File: config.mk
export PLATFORM = sky130hd
export DESIGN_NAME = mpt_top
export DESIGN_NICKNAME = d
export VERILOG_FILES = /design/src/mpt_pkg.sv /design/src/mpt_hold_mem.sv /design/src/mpt_balance.sv /design/src/mpt_top.sv
export VERILOG_INCLUDE_DIRS = /design/src /design/src/src
export SDC_FILE = /design/constraint.sdc
export NUM_CORES = 1
export LEC_CHECK = 0
export ABC_AREA = 1
export ABC_CLOCK_PERIOD_IN_PS = 29200
export BUFFER_PORTS_ARGS = -buffer_cell sky130_fd_sc_hd__buf_2
export CAP_MARGIN = 40
export CORE_UTILIZATION = 30
export DETAILED_ROUTE_END_ITERATION = 10
export PLACE_DENSITY = 0.43
export SLEW_MARGIN = 5
export SYNTH_ARGS = -nofsm -noshare
export SYNTH_HDL_FRONTEND = slang
export SYNTH_SLANG_ARGS = --single-unit
File: constraint.sdc
create_clock -name CLK -period 29.2 [get_ports CLK]
set_input_delay 2.92 -clock CLK [delete_from_list [all_inputs] [get_ports CLK]]
set_output_delay 2.92 -clock CLK [all_outputs]
set_load 0.01 [all_outputs]
File: src/mpt_defines.svh
// timing and strap constants of the multiphase pwm timing block
// assumes inclusion from the package, design and verification files
`ifndef MPT_DEFINES_SVH
`define MPT_DEFINES_SVH

// switching period in ns, stands in for the frequency-set resistor
`define MPT_PERIOD_NS      2400
`define MPT_CLK_NS         40
// cycles per switching period (60 at 25 MHz)
`define MPT_PERIOD_CYC     (`MPT_PERIOD_NS / `MPT_CLK_NS)
// forced off time is a least time: one third of a period, rounded up
`define MPT_OFF_CYC        ((`MPT_PERIOD_CYC + 2) / 3)
// sample window opens one sixth after the fall, rounded up
`define MPT_SMP_OPEN_CYC   ((`MPT_PERIOD_CYC + 5) / 6)
// window is a longest time: one third, rounded down
`define MPT_SMP_LEN_CYC    (`MPT_PERIOD_CYC / 3)
`define MPT_CNT_W          8
`define MPT_CUR_W          12
`define MPT_NCH            4
// balance error filter shift
`define MPT_FILT_SH        2
`define MPT_CUR_RST        12'h0000

`endif

File: src/mpt_pkg.sv
// types shared by the multiphase pwm timing design
// assumes mpt_defines.svh is on the include path
`include "mpt_defines.svh"

package mpt_pkg;
  typedef logic [`MPT_CUR_W-1:0] mpt_cur_t;
  typedef logic signed [`MPT_CUR_W:0] mpt_err_t;
  typedef logic [`MPT_CNT_W-1:0] mpt_cnt_t;

  // per-phase comparator inputs and sensed currents
  typedef struct packed {
    logic [`MPT_NCH-1:0] ramp_cross;
    mpt_cur_t [`MPT_NCH-1:0] sense;
  } mpt_sense_t;

  // per-phase held samples and balance errors
  typedef struct packed {
    mpt_cur_t [`MPT_NCH-1:0] held;
    mpt_err_t [`MPT_NCH-1:0] err;
  } mpt_bal_t;

  typedef enum logic [1:0] {
    MPT_ONE,
    MPT_TWO,
    MPT_THREE,
    MPT_FOUR
  } mpt_count_t;
endpackage

File: src/mpt_hold_mem.sv
// held current samples, one word per phase, registered read
// assumes writes come only from the sampling windows of the top
`timescale 1ns/10ps
`include "mpt_defines.svh"

module mpt_hold_mem
  import mpt_pkg::*;
(
  // clock and reset
  input  wire logic                  clk,
  input  wire logic                  resetn,
  // write side
  input  wire logic [`MPT_NCH-1:0]  wr_en,
  input  wire mpt_cur_t [`MPT_NCH-1:0] wr_data,
  // read side
  output mpt_cur_t [`MPT_NCH-1:0]   rd_data
);
  mpt_cur_t [`MPT_NCH-1:0] mem_q, mem_d;

  always_comb begin
    mem_d = mem_q;
    for (int i = 0; i < `MPT_NCH; i++) begin
      if (wr_en[i]) begin
        mem_d[i] = wr_data[i];
      end
    end
  end

  always_ff @(posedge clk) begin
    if (!resetn) begin
      mem_q <= '{default: `MPT_CUR_RST};
    end else begin
      mem_q <= mem_d;
    end
  end

  assign rd_data = mem_q;
endmodule

File: src/mpt_balance.sv
// average current and filtered per-phase balance error
// assumes held samples are stable for a whole switching cycle
`timescale 1ns/10ps
`include "mpt_defines.svh"

module mpt_balance
  import mpt_pkg::*;
(
  // clock and reset
  input  wire logic                  clk,
  input  wire logic                  resetn,
  // inputs
  input  wire logic [`MPT_NCH-1:0]  active,
  input  wire logic [2:0]           nact,
  input  wire mpt_cur_t [`MPT_NCH-1:0] held,
  // results
  output mpt_cur_t                  avg,
  output mpt_err_t [`MPT_NCH-1:0]   err
);
  mpt_cur_t avg_q, avg_d;
  mpt_err_t [`MPT_NCH-1:0] err_q, err_d;
  logic [`MPT_CUR_W+1:0] sum;
  mpt_err_t diff;
  logic signed [`MPT_CUR_W+1:0] diff_w, err_w, step;

  always_comb begin
    sum = '0;
    for (int i = 0; i < `MPT_NCH; i++) begin
      if (active[i]) begin
        sum = sum + {2'b00, held[i]};
      end
    end
    case (nact)
      3'd2:    avg_d = sum[`MPT_CUR_W:1];
      3'd3:    avg_d = `MPT_CUR_W'(sum / 3);
      3'd4:    avg_d = sum[`MPT_CUR_W+1:2];
      default: avg_d = sum[`MPT_CUR_W-1:0];
    endcase
    err_d = err_q;
    for (int i = 0; i < `MPT_NCH; i++) begin
      diff = $signed({1'b0, held[i]}) - $signed({1'b0, avg_q});
      // first-order filter: err += (diff - err) >> sh
      // one bit wider, a full-scale swing would wrap the difference
      diff_w = $signed(diff);
      err_w  = $signed(err_q[i]);
      step   = (diff_w - err_w) >>> `MPT_FILT_SH;
      if (active[i]) begin
        err_d[i] = err_q[i] + step[`MPT_CUR_W:0];
      end else begin
        err_d[i] = '0;
      end
    end
  end

  always_ff @(posedge clk) begin
    if (!resetn) begin
      avg_q <= `MPT_CUR_RST;
      err_q <= '0;
    end else begin
      avg_q <= avg_d;
      err_q <= err_d;
    end
  end

  assign avg = avg_q;
  assign err = err_q;
endmodule

File: src/mpt_top.sv
// multiphase pwm timing: phase termination, forced off time, sampling
// assumes comparator crossings and sensed currents arrive synchronous
`timescale 1ns/10ps
`include "mpt_defines.svh"

module mpt_top
  import mpt_pkg::*;
(
  // clock and reset
  input  wire logic                  CLK,
  input  wire logic                  RESETN,
  // straps on the shared phase pins
  input  wire logic                  PHASE_THREE_OUT_STRAP_IN,
  input  wire logic                  PHASE_FOUR_OUT_STRAP_IN,
  // comparator crossings and sensed currents
  input  mpt_pkg::mpt_sense_t        SENSE,
  // phase outputs; enables low while driving
  output logic                       PHASE_ONE_OUT,
  output logic                       PHASE_TWO_OUT,
  output logic                       PHASE_THREE_OUT_STRAP_OUT,
  output logic                       PHASE_THREE_OUT_STRAP_OEN,
  output logic                       PHASE_FOUR_OUT_STRAP_OUT,
  output logic                       PHASE_FOUR_OUT_STRAP_OEN,
  // sampling windows and results
  output logic [`MPT_NCH-1:0]        SAMPLE_WINDOW,
  output mpt_pkg::mpt_bal_t          BALANCE,
  output mpt_pkg::mpt_cur_t          AVERAGE_PHASE_CURRENT,
  output mpt_pkg::mpt_cur_t          DROOP_CURRENT,
  output logic [1:0]                 PHASE_COUNT
);
  import mpt_pkg::*;

  localparam int PER  = `MPT_PERIOD_CYC;
  localparam int OFFC = `MPT_OFF_CYC;
  localparam int SOPN = `MPT_SMP_OPEN_CYC;
  localparam int SLEN = `MPT_SMP_LEN_CYC;

  // ****************************************************************
  // strap capture
  // ****************************************************************
  mpt_count_t cnt_q, cnt_d;

  function automatic mpt_count_t decode_straps(input logic s3,
                                               input logic s4);
    case ({s4, s3})
      2'b01:   return MPT_TWO;
      2'b10:   return MPT_THREE;
      2'b11:   return MPT_ONE;
      default: return MPT_FOUR;
    endcase
  endfunction

  function automatic logic [2:0] count_num(input mpt_count_t c);
    case (c)
      MPT_ONE:   return 3'd1;
      MPT_TWO:   return 3'd2;
      MPT_THREE: return 3'd3;
      default:   return 3'd4;
    endcase
  endfunction

  // straps are decoded only in reset, so the count is frozen after release
  always_comb begin
    cnt_d = cnt_q;
    if (!RESETN) begin
      cnt_d = decode_straps(PHASE_THREE_OUT_STRAP_IN,
                            PHASE_FOUR_OUT_STRAP_IN);
    end
  end

  always_ff @(posedge CLK) begin
    cnt_q <= cnt_d;
  end

  logic [2:0]          nact;
  logic [`MPT_NCH-1:0] active;
  assign nact = count_num(cnt_q);
  always_comb begin
    for (int i = 0; i < `MPT_NCH; i++) begin
      active[i] = (3'(i) < nact);
    end
  end

  // ****************************************************************
  // termination clock and phase offsets
  // ****************************************************************
  mpt_cnt_t tick_q, tick_d;

  // period equals the programmed switching period
  always_comb begin
    tick_d = (tick_q == mpt_cnt_t'(PER - 1)) ? '0 : tick_q + 8'h01;
  end

  always_ff @(posedge CLK) begin
    if (!RESETN) begin
      tick_q <= '0;
    end else begin
      tick_q <= tick_d;
    end
  end

  function automatic mpt_cnt_t phase_offset(input int ph,
                                            input logic [2:0] n);
    return mpt_cnt_t'((ph * PER) / n);
  endfunction

  logic [`MPT_NCH-1:0] term;
  always_comb begin
    for (int i = 0; i < `MPT_NCH; i++) begin
      // phase one at tick 0 starts the cycle
      term[i] = active[i] && (tick_q == phase_offset(i, nact));
    end
  end

  // ****************************************************************
  // per-phase pwm and sampling window
  // ****************************************************************
  logic [`MPT_NCH-1:0] pwm_q, pwm_d, win_q, win_d;
  mpt_cnt_t [`MPT_NCH-1:0] low_q, low_d;

  always_comb begin
    pwm_d = pwm_q;
    win_d = win_q;
    low_d = low_q;
    for (int i = 0; i < `MPT_NCH; i++) begin
      if (!active[i]) begin
        pwm_d[i] = 1'b0;
        win_d[i] = 1'b0;
        low_d[i] = '0;
      end else if (term[i]) begin
        pwm_d[i] = 1'b0;
        win_d[i] = 1'b0;
        low_d[i] = '0;
      end else if (!pwm_q[i]) begin
        // saturate so a phase that never rises cannot wrap the count
        if (low_q[i] != 8'hFF) begin
          low_d[i] = low_q[i] + 8'h01;
        end
        if (low_q[i] >= mpt_cnt_t'(OFFC - 1) &&
            SENSE.ramp_cross[i]) begin
          pwm_d[i] = 1'b1;
          win_d[i] = 1'b0;
        end else begin
          win_d[i] = (low_q[i] >= mpt_cnt_t'(SOPN - 1)) &&
                     (low_q[i] < mpt_cnt_t'(SOPN + SLEN - 1));
        end
      end
    end
  end

  always_ff @(posedge CLK) begin
    if (!RESETN) begin
      pwm_q <= '0;
      win_q <= '0;
      low_q <= '0;
    end else begin
      pwm_q <= pwm_d;
      win_q <= win_d;
      low_q <= low_d;
    end
  end

  // ****************************************************************
  // sample hold and balance
  // ****************************************************************
  mpt_cur_t [`MPT_NCH-1:0] held;
  mpt_cur_t                avg;
  mpt_err_t [`MPT_NCH-1:0] err;

  // last window value stays until the next window
  mpt_hold_mem u_hold (
    .clk     (CLK),
    .resetn  (RESETN),
    .wr_en   (win_q & active),
    .wr_data (SENSE.sense),
    .rd_data (held)
  );

  mpt_balance u_bal (
    .clk    (CLK),
    .resetn (RESETN),
    .active (active),
    .nact   (nact),
    .held   (held),
    .avg    (avg),
    .err    (err)
  );

  // ****************************************************************
  // output registers
  // ****************************************************************
  logic [`MPT_NCH-1:0] out_q;
  logic [`MPT_NCH-1:0] oen_q, win_o_q;
  mpt_bal_t            bal_q;
  mpt_cur_t            avg_o_q;
  logic [1:0]          pc_q;

  always_ff @(posedge CLK) begin
    if (!RESETN) begin
      out_q   <= '0;
      oen_q   <= 4'hF;
      win_o_q <= '0;
      bal_q   <= '0;
      avg_o_q <= `MPT_CUR_RST;
      pc_q    <= 2'h0;
    end else begin
      out_q   <= pwm_q;
      oen_q   <= ~active;
      win_o_q <= win_q;
      bal_q   <= '{held: held, err: err};
      avg_o_q <= avg;
      pc_q    <= 2'(nact - 3'd1);
    end
  end

  assign PHASE_ONE_OUT             = out_q[0];
  assign PHASE_TWO_OUT             = out_q[1];
  assign PHASE_THREE_OUT_STRAP_OUT = out_q[2];
  assign PHASE_THREE_OUT_STRAP_OEN = oen_q[2];
  assign PHASE_FOUR_OUT_STRAP_OUT  = out_q[3];
  assign PHASE_FOUR_OUT_STRAP_OEN  = oen_q[3];
  assign SAMPLE_WINDOW             = win_o_q;
  assign BALANCE                   = bal_q;
  assign AVERAGE_PHASE_CURRENT     = avg_o_q;
  assign DROOP_CURRENT             = avg_o_q;
  assign PHASE_COUNT               = pc_q;
endmodule

-- Word level (Yosys, flattened, before mapping)
Index checks and enable logic that the tools add are counted.
- register bits: 288
- bits of input ports: 56
- output and inout port bits: 136
- logic and storage cells: 151
- $add $sub $neg: 21
- div/mod/pow operators: 5
- order comparisons: 16
- eq/ne operators: 17
- multiplexer cells: 19
- bitwise logic cells: 11
- reduce and logical (&&, ||, !) cells: 26
- operators by type and width (operator ; count):
    13-bit by 13-bit subtractor with 14-bit output ; 4
    13-bit adder ; 4
    12-bit by 12-bit subtractor with 13-bit output ; 4
    14-bit two-way mux ; 3
    8-bit by 1-bit adder with 8-bit output, second input constant ; 5
    12-bit case mux with 3 select lines ; 1
    0-bit by 3-bit divider with 32-bit output ; 1
    14-bit by 2-bit divider with 32-bit output, second input constant ; 1
    6-bit by 3-bit divider with 32-bit output, first input constant ; 1
    7-bit by 3-bit divider with 32-bit output, first input constant ; 1
    8-bit by 3-bit divider with 32-bit output, first input constant ; 1
    8-bit == test ; 4
    8-bit by 4-bit >= comparator with 1-bit output, second input constant ; 4
    8-bit by 5-bit >= comparator with 1-bit output, second input constant ; 4
    8-bit by 5-bit < comparator with 1-bit output, second input constant ; 4
    8-bit inequality test, second input constant ; 4
    14-bit by 12-bit adder with 14-bit output ; 2
    2-bit AND reduction ; 8
    12-bit by 12-bit adder with 13-bit output ; 1
    1-bit logical AND ; 12
    1-bit two-way mux ; 12
    12-bit two-way mux ; 1
    3-bit OR reduction ; 4
    1-bit NOT ; 9
    other kinds (14) ; 20

-- Depth between registers and ports, before layout
Gate-level depths: netlist (run 1).
- word-level depth: 12
- gate-level depth with buffers: 89
- depth with buffers taken out: 89

-- Cells and area by module
From an unflattened synthesis (run 1), not the netlist that was laid out.
- cells, all modules: 3115
- area, all modules: 21072.7 µm²
- by module, submodules not included (module ; times used ; cells each ; area each (µm²) ; seq. area each (µm²)):
    mpt_balance ; 1 ; 1770 ; 11270.8 ; 1281.2
    mpt_top ; 1 ; 1044 ; 7825.0 ; 3503.4
    mpt_hold_mem ; 1 ; 301 ; 1976.9 ; 960.9

-- Worst setup path before layout (run 1)
No wires, ideal clock.
- path type: reg-to-reg
- from: register cnt_q[0]
- to: register u_bal.avg_q[0] (netlist: u_bal.avg[0])
- setup time: 0.124 ns
- arrival time: 9.671 ns
- required time: 29.076 ns
- slack: 19.405 ns
- stages on the path, launching flop included: 83
- path buffers: 3
- period minus slack after synthesis: 9.795 ns
- path through: edfxtp_1 > inv_1 > ha_1 > buf_4 > clkinv_2 > clkbuf_1 > nor2_1 > inv_1 > o21ai_0 > ha_1 > inv_1 > fa_1 > nand3b_1 > nand2_1 > a21oi_1 > nor2_1 > o21ai_1 > nand2_1 > [47 not listed] > nand2_2 > nor2_4 > nand3_4 > nand2_1 > nand2_1 > inv_1 > ha_1 > a21oi_2 > nand2_2 > inv_2 > nand4_2 > buf_6 > nand2_1 > nand3_1 > nor2_1 > nand4_1 > nand2_1 > a21oi_1
- word-level cells in the longest chain between the ends: 12
- elaborated cells between the ends (all ways): 20
- classes of those cells: add/sub (3); div (1); order compare (4); eq/ne (5); mux (6); reduce/logical (1)
- ends and longest elaborated chain (element ; RTL line ; RTL):
    start, declared ; mpt_top.sv:41 ; mpt_count_t cnt_q, cnt_d;
    start signal, assigned ; mpt_top.sv:72 ; cnt_q <= cnt_d;
    2-bit == test (tied with other cells) ; mpt_top.sv:54 ; case (c)
    3-bit case mux with 3 select lines * ; mpt_top.sv:54 ;
    1-bit by 3-bit < comparator with 1-bit output ; mpt_top.sv:80 ; active[i] = (3'(i) < nact);
    12-bit two-way mux ; mpt_balance.sv:29 ; if (active[i]) begin
    12-bit by 12-bit adder with 13-bit output ; mpt_balance.sv:30 ; sum = sum + {2'b00, held[i]};
    14-bit two-way mux ; mpt_balance.sv:29 ;
    14-bit by 12-bit adder with 14-bit output ; mpt_balance.sv:30 ;
    14-bit two-way mux ; mpt_balance.sv:29 ;
    14-bit by 12-bit adder with 14-bit output ; mpt_balance.sv:30 ;
    14-bit two-way mux ; mpt_balance.sv:29 ;
    14-bit by 2-bit divider with 32-bit output ; mpt_balance.sv:35 ; 3'd3: avg_d = `MPT_CUR_W'(sum / 3);
    12-bit case mux with 3 select lines * ; mpt_balance.sv:33 ; case (nact)
    end signal, assigned ; mpt_balance.sv:57 ; avg_q <= `MPT_CUR_RST;
    end signal, assigned ; mpt_balance.sv:60 ; avg_q <= avg_d;
    end, declared ; mpt_balance.sv:20 ; mpt_cur_t avg_q, avg_d;
Every way passes the cells marked *; elsewhere a longest branch is shown, timed or not.
A chain may end at the register's enable or synchronous reset.

-- Worst setup path after layout (run 1)
Ends and elaborated chain as after synthesis.

==> results of run 1 <==
-- routing by layer --
metal | vias to the layer above | wire length, um | global-route usage [%]
li1 | 9110 | - | -
met1 | 7813 | 26800 | 22.4
met2 | 261 | 26100 | 29.0
met3 | 86 | 2140 | 2.80
met4 | 6 | 1600 | 5.32
met5 | - | 39 | 0
-- tightest hold or removal path: cells and delay by family (launching register included) --
family	cells	cell delay [ns]
buf+inv	1	0.03
simple gates	1	0.05
flops	1	0.31
-- worst max path at each step --
stage,startpoint,end
2_1_floorplan,cnt_q[0],u_bal.avg[0]
3_3_place_gp,cnt_q[0],u_bal.avg[0]
3_5_place_dp,cnt_q[0],u_bal.avg[0]
4_1_cts,cnt_q[0],u_bal.avg[0]
5_1_grt,cnt_q[0],u_bal.avg[0]
6_report,cnt_q[0],u_bal.avg[0]
-- logic make-up (layout without fill, tap and decap cells) --
family / after synthesis / in the layout / synth area share [%]
and+or+nand+nor: 1060 / 1060 / 24.5
buffers and inverters: 603 / 811 / 12.1
AOI/OAI and AO/OA: 450 / 450 / 13.2
DFF: 286 / 286 / 29.7
adders and majority gates: 219 / 219 / 14.6
xor gates and xnor gates: 129 / 129 / 5.85
other: 0 / 3 / 0
-- Yosys cell counts (all sizes together) --
library cell  count  area, sq um
o31ai             5         37.5
nor3b             3         22.5
a22oi             1         7.51
nor4              6         37.5
ha              208         2600
o22ai             6         37.5
buf              24          163
edfxtp            2         60.1
and3              1         6.26
nand3b            6         45.0
a32o              1         10.0
a211oi           10         75.1
dfxtp           284         5690
xnor2            35          307
inv             539         2030
fa               11          220
a21o             17          128
nand4            34          295
a31oi            21          131
and2              9         56.3
nand3           119          723
o21a              6         52.6
a311oi            1         8.76
a221oi            7         61.3
xor2             94          823
nor2            299         1170
o21bai           29          218
o21ai           146          738
nor3             42          225
clkinv            5         20.0
or2              19          119
o221ai            3         26.3
a21oi           190          966
o2111ai           2         17.5
clkbuf           35          131
or3               1         6.26
o41ai             1         8.76
nand2           521         2020
o211ai            3         22.5
a21boi            1         7.51
-- power by group --
group	internal [W]	switching (W)
Sequential	0.000434	0.0000312
Combinational	0.000368	0.000584
Clock	0.000276	0.000187
Total	0.00108	0.000802
-- cell type report --
class,instances,share of cell area [%]
flip-flops and latches,286,25.7
multi-input cells,1858,50.3
well taps,846,4.73
clock buffers,49,4.75
diodes,3,0.0336
inverters,544,9.16
repair buffers,201,4.62
clock inverters,17,0.761
-- flip-flops by register name (all words and copies together), names as in the netlist, 8 cells and up --
signal and count:
AVERAGE_PHASE_CURRENT 12, BALANCE 100, low_q 32, tick_q 8, u_bal.avg 12, u_bal.err 52, u_hold.rd_data 48
-- per-stage QoR --
step	std cells	setup WS (ns)
floorplan	2747	19.40
global route	3802	15.96
CTS	3801	17.42
global placement	3734	17.96
finish	3804	17.45
detailed placement	3735	17.49
==> metrics.txt, run 1 <==
result of the run=finished clean; total cell area at the placement stage=21100 sq um; insertion delay to the later sink of the worst-skew pair=0.57 ns; unrepaired setup endpoints after global routing=no; maximum ir drop on the vdd rail=35.6 uV; Hold Slack=0.431 ns; family with the most delay on the worst path=simple AND/OR/NAND/NOR gates; CTS root buf=sky130_fd_sc_hd__clkbuf_16; core area=between 60000 and 70000 sq um; highest clock frequency the design can meet=about 85 MHz; average size of a mapped cell=about 7 sq um; number of port buffers=191; RR Endpoint=u_bal.avg[0]; count of buffering cells on the critical path with inverters included=10; count of unique library cells instantiated by Yosys=62; routed vias/inst=4.54; Die Area=65400 sq um; Tot Pwr=about 0.0019 W; Tot GR Track Use=approximately 17%; path category of the worst min-delay check=flip-flop to flip-flop; buffer levels on the longest clock path=3; number of global-route vias before repair=16700; most common library cell in the layout ignoring fill and taps=sky130_fd_sc_hd__inv_1; # nets final=3204; path length in cells of the critical path=75; post-CTS resize count=0; number of vias in the routed layout=17300; Setup crit end kind=flip-flop; critical path start-end classification=flip-flop to flip-flop; total nets after synthesis=around 3000; Finished Cell Area=22400 sq um; register cell area after layout=5750 sq um; Min-Delay Path Depth=2; post-detailed-routing wire length=56700 um; number of clock sinks=about 290; detailed-router iteration count before antenna repair=5; Hold Fails Final Rpt=0; slew at the pin with the worst max-slew slack=0.872 ns; Worst Hold End=AVERAGE_PHASE_CURRENT[4]; cell row count=92; number of H-tree levels=2; launch instance of the worst min-delay path=u_bal.avg[4]; total power density per cell area=84.1 nW/um^2; DIE HEIGHT=roughly 260 um; final period demand of the worst path=11.75 ns; register-to-register setup slack=approximately 17 ns; Boundary Pins=192; clock-pin slew of the registers on the worst-case setup and hold paths=roughly 0.050 ns; number of buffers added by the clock tree synthesis step=38; maximum net fanout on the critical path=26; die outline width=256 um; global placement routability congestion=0.881; data arrival time of the critical path=~12 ns; fin util=between 30% and 40%; final sum of negative setup slack=0 ns; cell with the most instances on the worst path=sky130_fd_sc_hd__nand2_1; clock tree from TritonCTS=built; final routed DRC violation total=0; DR WL/cell=14.9 um; hold buffer count at cts=0; worst flop-to-flop path startpoint=cnt_q[0]; Iteration-0 DRC Markers=746; postcts setup bufs=0; warning count from the yosys run=0; Filler Cells Inserted=6911; Final Cycle Share=40.2%; cell type of the slowest stage on the worst timing path=sky130_fd_sc_hd__edfxtp_1; layout cells sized above 1=about an eighth; number of antenna violations at the first check in global routing=5; cells after synthesis=approximately 2700; share of the yosys chip area belonging to registers=29.7%; worst endpoint required time=around 30 ns; total grt overflow=0; DRT antenna net count=0; highest-count cells in the layout ignoring fill and taps=522 x sky130_fd_sc_hd__inv_1, 496 x sky130_fd_sc_hd__nand2_1, 288 x sky130_fd_sc_hd__nor2_1, 284 x sky130_fd_sc_hd__dfxtp_1, 208 x sky130_fd_sc_hd__ha_1; final count of negative-setup-slack endpoints=0; worst r2r path cells=75; leakage power=11.9 nW; max-cap check violation count=0; area of the mapped netlist=19300 sq um; CP max stage delay=0.49 ns; area growth from synthesis to layout=15.7%; clock skew=around 0.023 ns; pin count of the biggest net entering global routing=63; combined area of the multi-input logic cells=11200 sq um; startpoint types=flip-flop; effective utilization at floorplan=30.5%; Final Max Slew Viols=0; worst max-slew margin expressed relative to the limit=41.5%; wire length of the first global-routing pass=90000 um; detailed placement HPWL=45000 um; total of flip-flops plus latches after synthesis=286
Power figures use the tool's default switching activity.
==> run 2: changes to the inputs <==
ABC_CLOCK_PERIOD_IN_PS = 11600   (was 29200)
clock period = 11.6 ns   (was 29.2 ns; I/O delays follow)
==> run 2 against run 1 <==
- non-clock buffer count rose by 27
- sequential power rose to 2.5 times the previous value
- fmax rose by 8.6%
- cell count rose by 0.68%
- via count is 2.1% higher
- cell area increased by 2.9%
- critical path depth grew 2
- count of clock-buffer cells in the layout shrank 3
- largest power group unchanged
==> metrics.txt, run 2 (same netlist as run 1, synthesis figures left out) <==
result of the run=finished clean; Iteration-0 DRC Markers=712 (-4.6%); switch share=42.9% (+0.27 points); Die Area=65400 sq um (unchanged); layout cells sized above 1=15.6% (+3.1 points); fin util=36.3% (+1.0 points); clock tree from TritonCTS=built; Tot GR Track Use=17.5% (+0.28 points); total cell area at the placement stage=21200 sq um (+0.18%); Crit. Startpoint=cnt_q[0]; path category of the worst min-delay check=flip-flop to flip-flop; core area=63300 sq um (unchanged); Setup crit end kind=flip-flop; highest-count cells in the layout ignoring fill and taps=519 x sky130_fd_sc_hd__inv_1, 483 x sky130_fd_sc_hd__nand2_1, 282 x sky130_fd_sc_hd__nor2_1, 275 x sky130_fd_sc_hd__dfxtp_1, 195 x sky130_fd_sc_hd__ha_1; final routed DRC violation total=0 (unchanged); final count of negative-setup-slack endpoints=0 (unchanged); internal power=0.00278 W (+160%); number of antenna violations at the first check in global routing=5 (unchanged); DR WL/cell=15.3 um (+2.5%); sequential share of power=24.0% (-0.8 points); Boundary Pins=192 (unchanged); cell type of the slowest stage on the worst timing path=sky130_fd_sc_hd__edfxtp_1; highest clock frequency the design can meet=92.5 MHz (+8.6%); data arrival time of the critical path=11.32 ns (-0.91 ns); post-detailed-routing wire length=58500 um (+3.2%); Final Max Slew Viols=0 (unchanged); slew at the pin with the worst max-slew slack=0.874 ns (+0.00241 ns); family with the most delay on the worst path=simple AND/OR/NAND/NOR gates; clock skew=0.0302 ns (+0.00762 ns); critical path start-end classification=flip-flop to flip-flop; count of buffering cells on the critical path with inverters included=10 (unchanged); DIE HEIGHT=256 um (unchanged); total grt overflow=0 (unchanged); clock-pin slew of the registers on the worst-case setup and hold paths=0.07 ns (+0.02 ns); insertion delay to the later sink of the worst-skew pair=0.57 ns (about the same); most common library cell in the layout ignoring fill and taps=sky130_fd_sc_hd__inv_1; number of placed instances with taps included=3740 (+0.13%); cell with the most instances on the worst path=sky130_fd_sc_hd__nand2_1; non-filler instance count after layout=3830 (+0.68%); detailed placement HPWL=45800 um (+1.8%); flip-flop count of the largest register after layout=100 (unchanged); Finished Cell Area=23000 sq um (+2.9%); Comb power frac=51.2% (+0.6 points); total power density per cell area=212 nW/um^2 (+150%); Clock power frac=24.8% (+0.2 points); worst flop-to-flop path startpoint=cnt_q[0]; DRT antenna net count=0 (unchanged); pin count of the biggest net entering global routing=56 (-11%); global placement routability congestion=0.863 (-2.0%); CTS root buf=sky130_fd_sc_hd__clkbuf_16; final period demand of the worst path=10.82 ns (-0.931 ns); max-cap check violation count=0 (unchanged); launch instance of the worst min-delay path=u_bal.avg[2]; number of port buffers=191 (unchanged); buffer levels on the longest clock path=3 (unchanged); area growth from synthesis to layout=19.1%; worst max-slew margin expressed relative to the limit=41.7% (+0.23 points); cell row count=92 (unchanged); detailed-router iteration count before antenna repair=5 (unchanged); switching power=0.00209 W (+160%); number of H-tree levels=2 (unchanged); CP max stage delay=0.49 ns (about the same); number of clock sinks=286 (unchanged); routed vias/inst=4.60 (+1.4%); maximum net fanout on the critical path=8 (-69%); worst endpoint required time=12.10 ns (-17.58 ns); Final Cycle Share=93.2% (+53 points); wire length of the first global-routing pass=91400 um (+1.5%); number of vias in the routed layout=17600 (+2.1%); Filler Cells Inserted=6817 (-1.4%); leakage power=12.1 nW (+1.5%); Hold Fails Final Rpt=0 (unchanged); effective utilization at floorplan=30.5% (unchanged); startpoint types=flip-flop; Tot Pwr=0.00487 W (+160%); # nets final=3231 (+0.84%); number of buffers added by the clock tree synthesis step=37 (-2.6%); maximum ir drop on the vdd rail=83.1 uV (+130%); die outline width=256 um (unchanged); number of global-route vias before repair=16800 (+0.53%)
[run 2: per-stage QoR]
step                setup slack (ns)  TNS (ns)  hold slack (ns)
global placement               0.924         0            0.419
finish                         0.784         0            0.426
CTS                            0.419         0            0.429
global route                  -0.126    -0.126            0.449
floorplan                       1.80         0            0.407
detailed placement             0.502         0            0.421
[run 2: timing repair]
| item | 4_1_cts | 5_1_grt |
|---|---|---|
| gates resized for setup | 0 | 91 |
| endpoints found under the hold margin | 0 | 0 |
| hold buffers | 0 | 0 |
| endpoints found under the setup margin | 0 | 2 |
| buffers inserted | 0 | 22 |
[run 2: layer usage]
metal	vias to the layer above	GRT usage [%]	routed length [um]
met4	6	5.79	1790
met1	8044	22.7	27300
met3	96	2.80	2330
li1	9163	-	-
met2	324	29.4	27100
met5	-	0	34
[run 2: power groups by stage]
| stage | Combinational, W | Sequential, W | Clock [W] |
|---|---|---|---|
| final | 0.00249 | 0.00117 | 0.00121 |
| after global routing | 0.00289 | 0.00119 | 0.00129 |
| after CTS | 0.00243 | 0.00118 | 0.00126 |
| after detailed placement | 0.00241 | 0.00120 | 0 |
| after global placement | 0.00238 | 0.00120 | 0 |
| after floorplan | 0.00194 | 0.00118 | 0 |
[run 2: layout make-up]
class	count	area (sq um)	share of cell area, %
diodes	2	5.00	0.0217
flip-flops and latches	286	5760	25.0
clock inverters	19	240	1.04
multi-input cells	1859	11600	50.6
clock buffers	46	1020	4.43
inverters	544	2050	8.91
repair buffers	228	1240	5.39
well taps	846	1060	4.60
[run 2: path summary, 6_finish.rpt]
kind,endpoint,slack (ns),cells past startpoint
max,u_bal.avg[0],0.78,77
min,AVERAGE_PHASE_CURRENT[2],0.43,2
max reg2reg,u_bal.avg[0],0.78,77
min reg2reg,AVERAGE_PHASE_CURRENT[2],0.43,2
[run 2: worst min-delay path, stage by stage (launching register included)]
cell and delay (ns):
sky130_fd_sc_hd__dfxtp_1 0.31, sky130_fd_sc_hd__nand2_1 0.05, sky130_fd_sc_hd__inv_1 0.03
==> run 3: changes to the inputs <==
CORE_UTILIZATION = 55   (was 30)
PLACE_DENSITY = 0.72   (was 0.43)
==> run 3 against run 2 <==
- via count grew 0.73%
- critical path depth is 6 lower
- first-iteration DRC count rose by 16%
- non-clock buffer count decreased by 14
- wire length down 16%
- clock skew fell by 0.0065 ns
- total power down 4.4%
- sequential power barely moved
- combinational power barely moved
- critical endpoint unchanged
- largest power group unchanged
==> metrics.txt, run 3 (same netlist as run 1, synthesis figures left out) <==
effective utilization at floorplan=56.0% (+25 points); number of global-route vias before repair=16700 (-0.23%); Iteration-0 DRC Markers=823 (+16%); antenna diode count=0 (-2); cell type of the slowest stage on the worst timing path=sky130_fd_sc_hd__fa_1; Clock power frac=22.0% (-2.8 points); highest clock frequency the design can meet=92.9 MHz (+0.47%); DIE HEIGHT=189 um (-26%); count of buffering cells on the critical path with inverters included=6 (-4); highest-count cells in the layout ignoring fill and taps=520 x sky130_fd_sc_hd__inv_1, 488 x sky130_fd_sc_hd__nand2_1, 283 x sky130_fd_sc_hd__nor2_1, 274 x sky130_fd_sc_hd__dfxtp_1, 202 x sky130_fd_sc_hd__ha_1; worst endpoint required time=12.05 ns (-0.05 ns); layout cells sized above 1=14.2% (-1.4 points); total power density per cell area=211 nW/um^2 (-0.22%); setup slack of the critical path after layout=0.835 ns (+0.0505 ns); Setup crit end kind=flip-flop; non-filler instance count after layout=3414 (-11%); maximum net fanout on the critical path=6 (-2); Finished Cell Area=22000 sq um (-4.2%); startpoint types=flip-flop; internal power=0.00267 W (-4.0%); switching power=0.00199 W (-5.0%); area growth from synthesis to layout=14.0%; number of buffers added by the clock tree synthesis step=30 (-19%); number of vias in the routed layout=17800 (+0.73%); cell row count=68 (-26%); insertion delay to the later sink of the worst-skew pair=0.58 ns (about the same); routed vias/inst=5.20 (+13%); detailed-router iteration count before antenna repair=5 (unchanged); Hold Fails Final Rpt=0 (unchanged); number of placed instances with taps included=3345 (-11%); family with the most delay on the worst path=simple AND/OR/NAND/NOR gates; Comb power frac=53.0% (+1.8 points); core area=34500 sq um (-45%); Final Cycle Share=92.8% (-0.44 points); number of clock sinks=286 (unchanged); maximum ir drop on the vdd rail=173 uV (+110%); sequential share of power=25.0% (+1.0 points); # nets final=3210 (-0.65%); clock tree from TritonCTS=built; number of antenna violations at the first check in global routing=0 (-5); Tot GR Track Use=27.0% (+9.5 points); total cell area at the placement stage=20700 sq um (-2.4%); buffer levels on the longest clock path=3 (unchanged); hold buffer count at cts=0 (unchanged); most common library cell in the layout ignoring fill and taps=sky130_fd_sc_hd__inv_1; final count of negative-setup-slack endpoints=0 (unchanged); clock skew=0.0237 ns (-0.00649 ns); leakage power=11.9 nW (-1.5%); Die Area=35900 sq um (-45%); max-cap check violation count=0 (unchanged); Tot Pwr=0.00466 W (-4.4%); Boundary Pins=192 (unchanged); Final Max Slew Viols=0 (unchanged); pre-CTS setup slack=0.356 ns (-0.146 ns); worst max-slew margin expressed relative to the limit=39.1% (-2.6 points); cell with the most instances on the worst path=sky130_fd_sc_hd__nand2_1; clock-pin slew of the registers on the worst-case setup and hold paths=0.06 ns (about the same); path category of the worst min-delay check=flip-flop to flip-flop; number of port buffers=191 (unchanged); total grt overflow=0 (unchanged); global placement routability congestion=0.933 (+8.0%); data arrival time of the critical path=11.22 ns (-0.10 ns); detailed placement HPWL=38200 um (-17%); flip-flop count of the largest register after layout=100 (unchanged); CP max stage delay=0.46 ns (-0.03 ns); wire length of the first global-routing pass=79400 um (-13%); DR WL/cell=14.5 um (-5.3%); CTS root buf=sky130_fd_sc_hd__clkbuf_16; pin count of the biggest net entering global routing=59 (+5.4%); final routed DRC violation total=0 (unchanged); DRT antenna net count=0 (unchanged); critical path start-end classification=flip-flop to flip-flop; die outline width=189 um (-26%); final period demand of the worst path=10.77 ns (-0.0505 ns); number of H-tree levels=1 (-1); register-to-register setup slack=0.83 ns (+0.05 ns); slew at the pin with the worst max-slew slack=0.913 ns (+0.0390 ns); result of the run=finished clean; switch share=42.6% (-0.26 points); post-detailed-routing wire length=49400 um (-16%)
==> run 3: changes by cell type in the layout (fill, tap and decap cells not counted), sizes merged <==
cell,previous run,this run
buf,228,214
clkbuf,46,38
inv,544,540
clkinv,12,14
diode,2,0
bufinv,4,5
==> run 3: what timing repair did <==
| action | in CTS | in global routing |
|---|---|---|
| setup endpoints to repair | 0 | 2 |
| gates resized for setup | 0 | 56 |
| buffers inserted | 0 | 12 |
==> run 3: worst reg2reg max path, delay by kind of cell, from the launching register on <==
family / cells / cell delay [ns]
flip-flops: 1 / 0.36
AO/OA/AOI/OAI: 10 / 1.71
adder cells (fa/ha/maj): 6 / 1.89
buffers and inverters: 6 / 0.46
AND/OR/NAND/NOR: 48 / 6.05
XOR/XNOR: 1 / 0.19
==> run 3: worst paths after layout <==
path                                        start      endpoint  depth (start not counted)
worst min register to register      u_bal.err[25]   BALANCE[25]                          2
worst max register to register  u_hold.rd_data[0]  u_bal.avg[0]                         71
worst min-delay path                u_bal.err[25]   BALANCE[25]                          2
worst max-delay path            u_hold.rd_data[0]  u_bal.avg[0]                         71
==> run 3: power groups by stage <==
stage | combinational, W | clock [W] | sequential (W)
global route | 0.00284 | 0.00108 | 0.00117
global placement | 0.00232 | 0 | 0.00118
CTS | 0.00241 | 0.00105 | 0.00116
detailed placement | 0.00239 | 0 | 0.00119
finish | 0.00247 | 0.00103 | 0.00116
floorplan | 0.00194 | 0 | 0.00118
==> run 3: area by class of cell <==
class	instances	area (sq um)
clock inverter	18	241
timing repair buffer	214	1130
tap	455	569
multi-input combinational	1859	11500
sequential	286	5760
inverter	544	2050
clock buffer	38	832
fill	3209	12500
==> run 3: routing by layer <==
metal  GRT usage (%)  wire, um
met1            33.1     21400
met2            47.9     23600
met3            3.74      2480
met4            9.80      1870
met5               0         0
==> run 3: stage by stage <==
step	hold slack [ns]	TNS (ns)	util, %
2_1_floorplan	0.407	0	-
3_3_place_gp	0.417	0	59.8
3_5_place_dp	0.433	0	59.8
4_1_cts	0.442	0	62.9
5_1_grt	0.455	-0.120	63.8
6_report	0.432	0	63.8
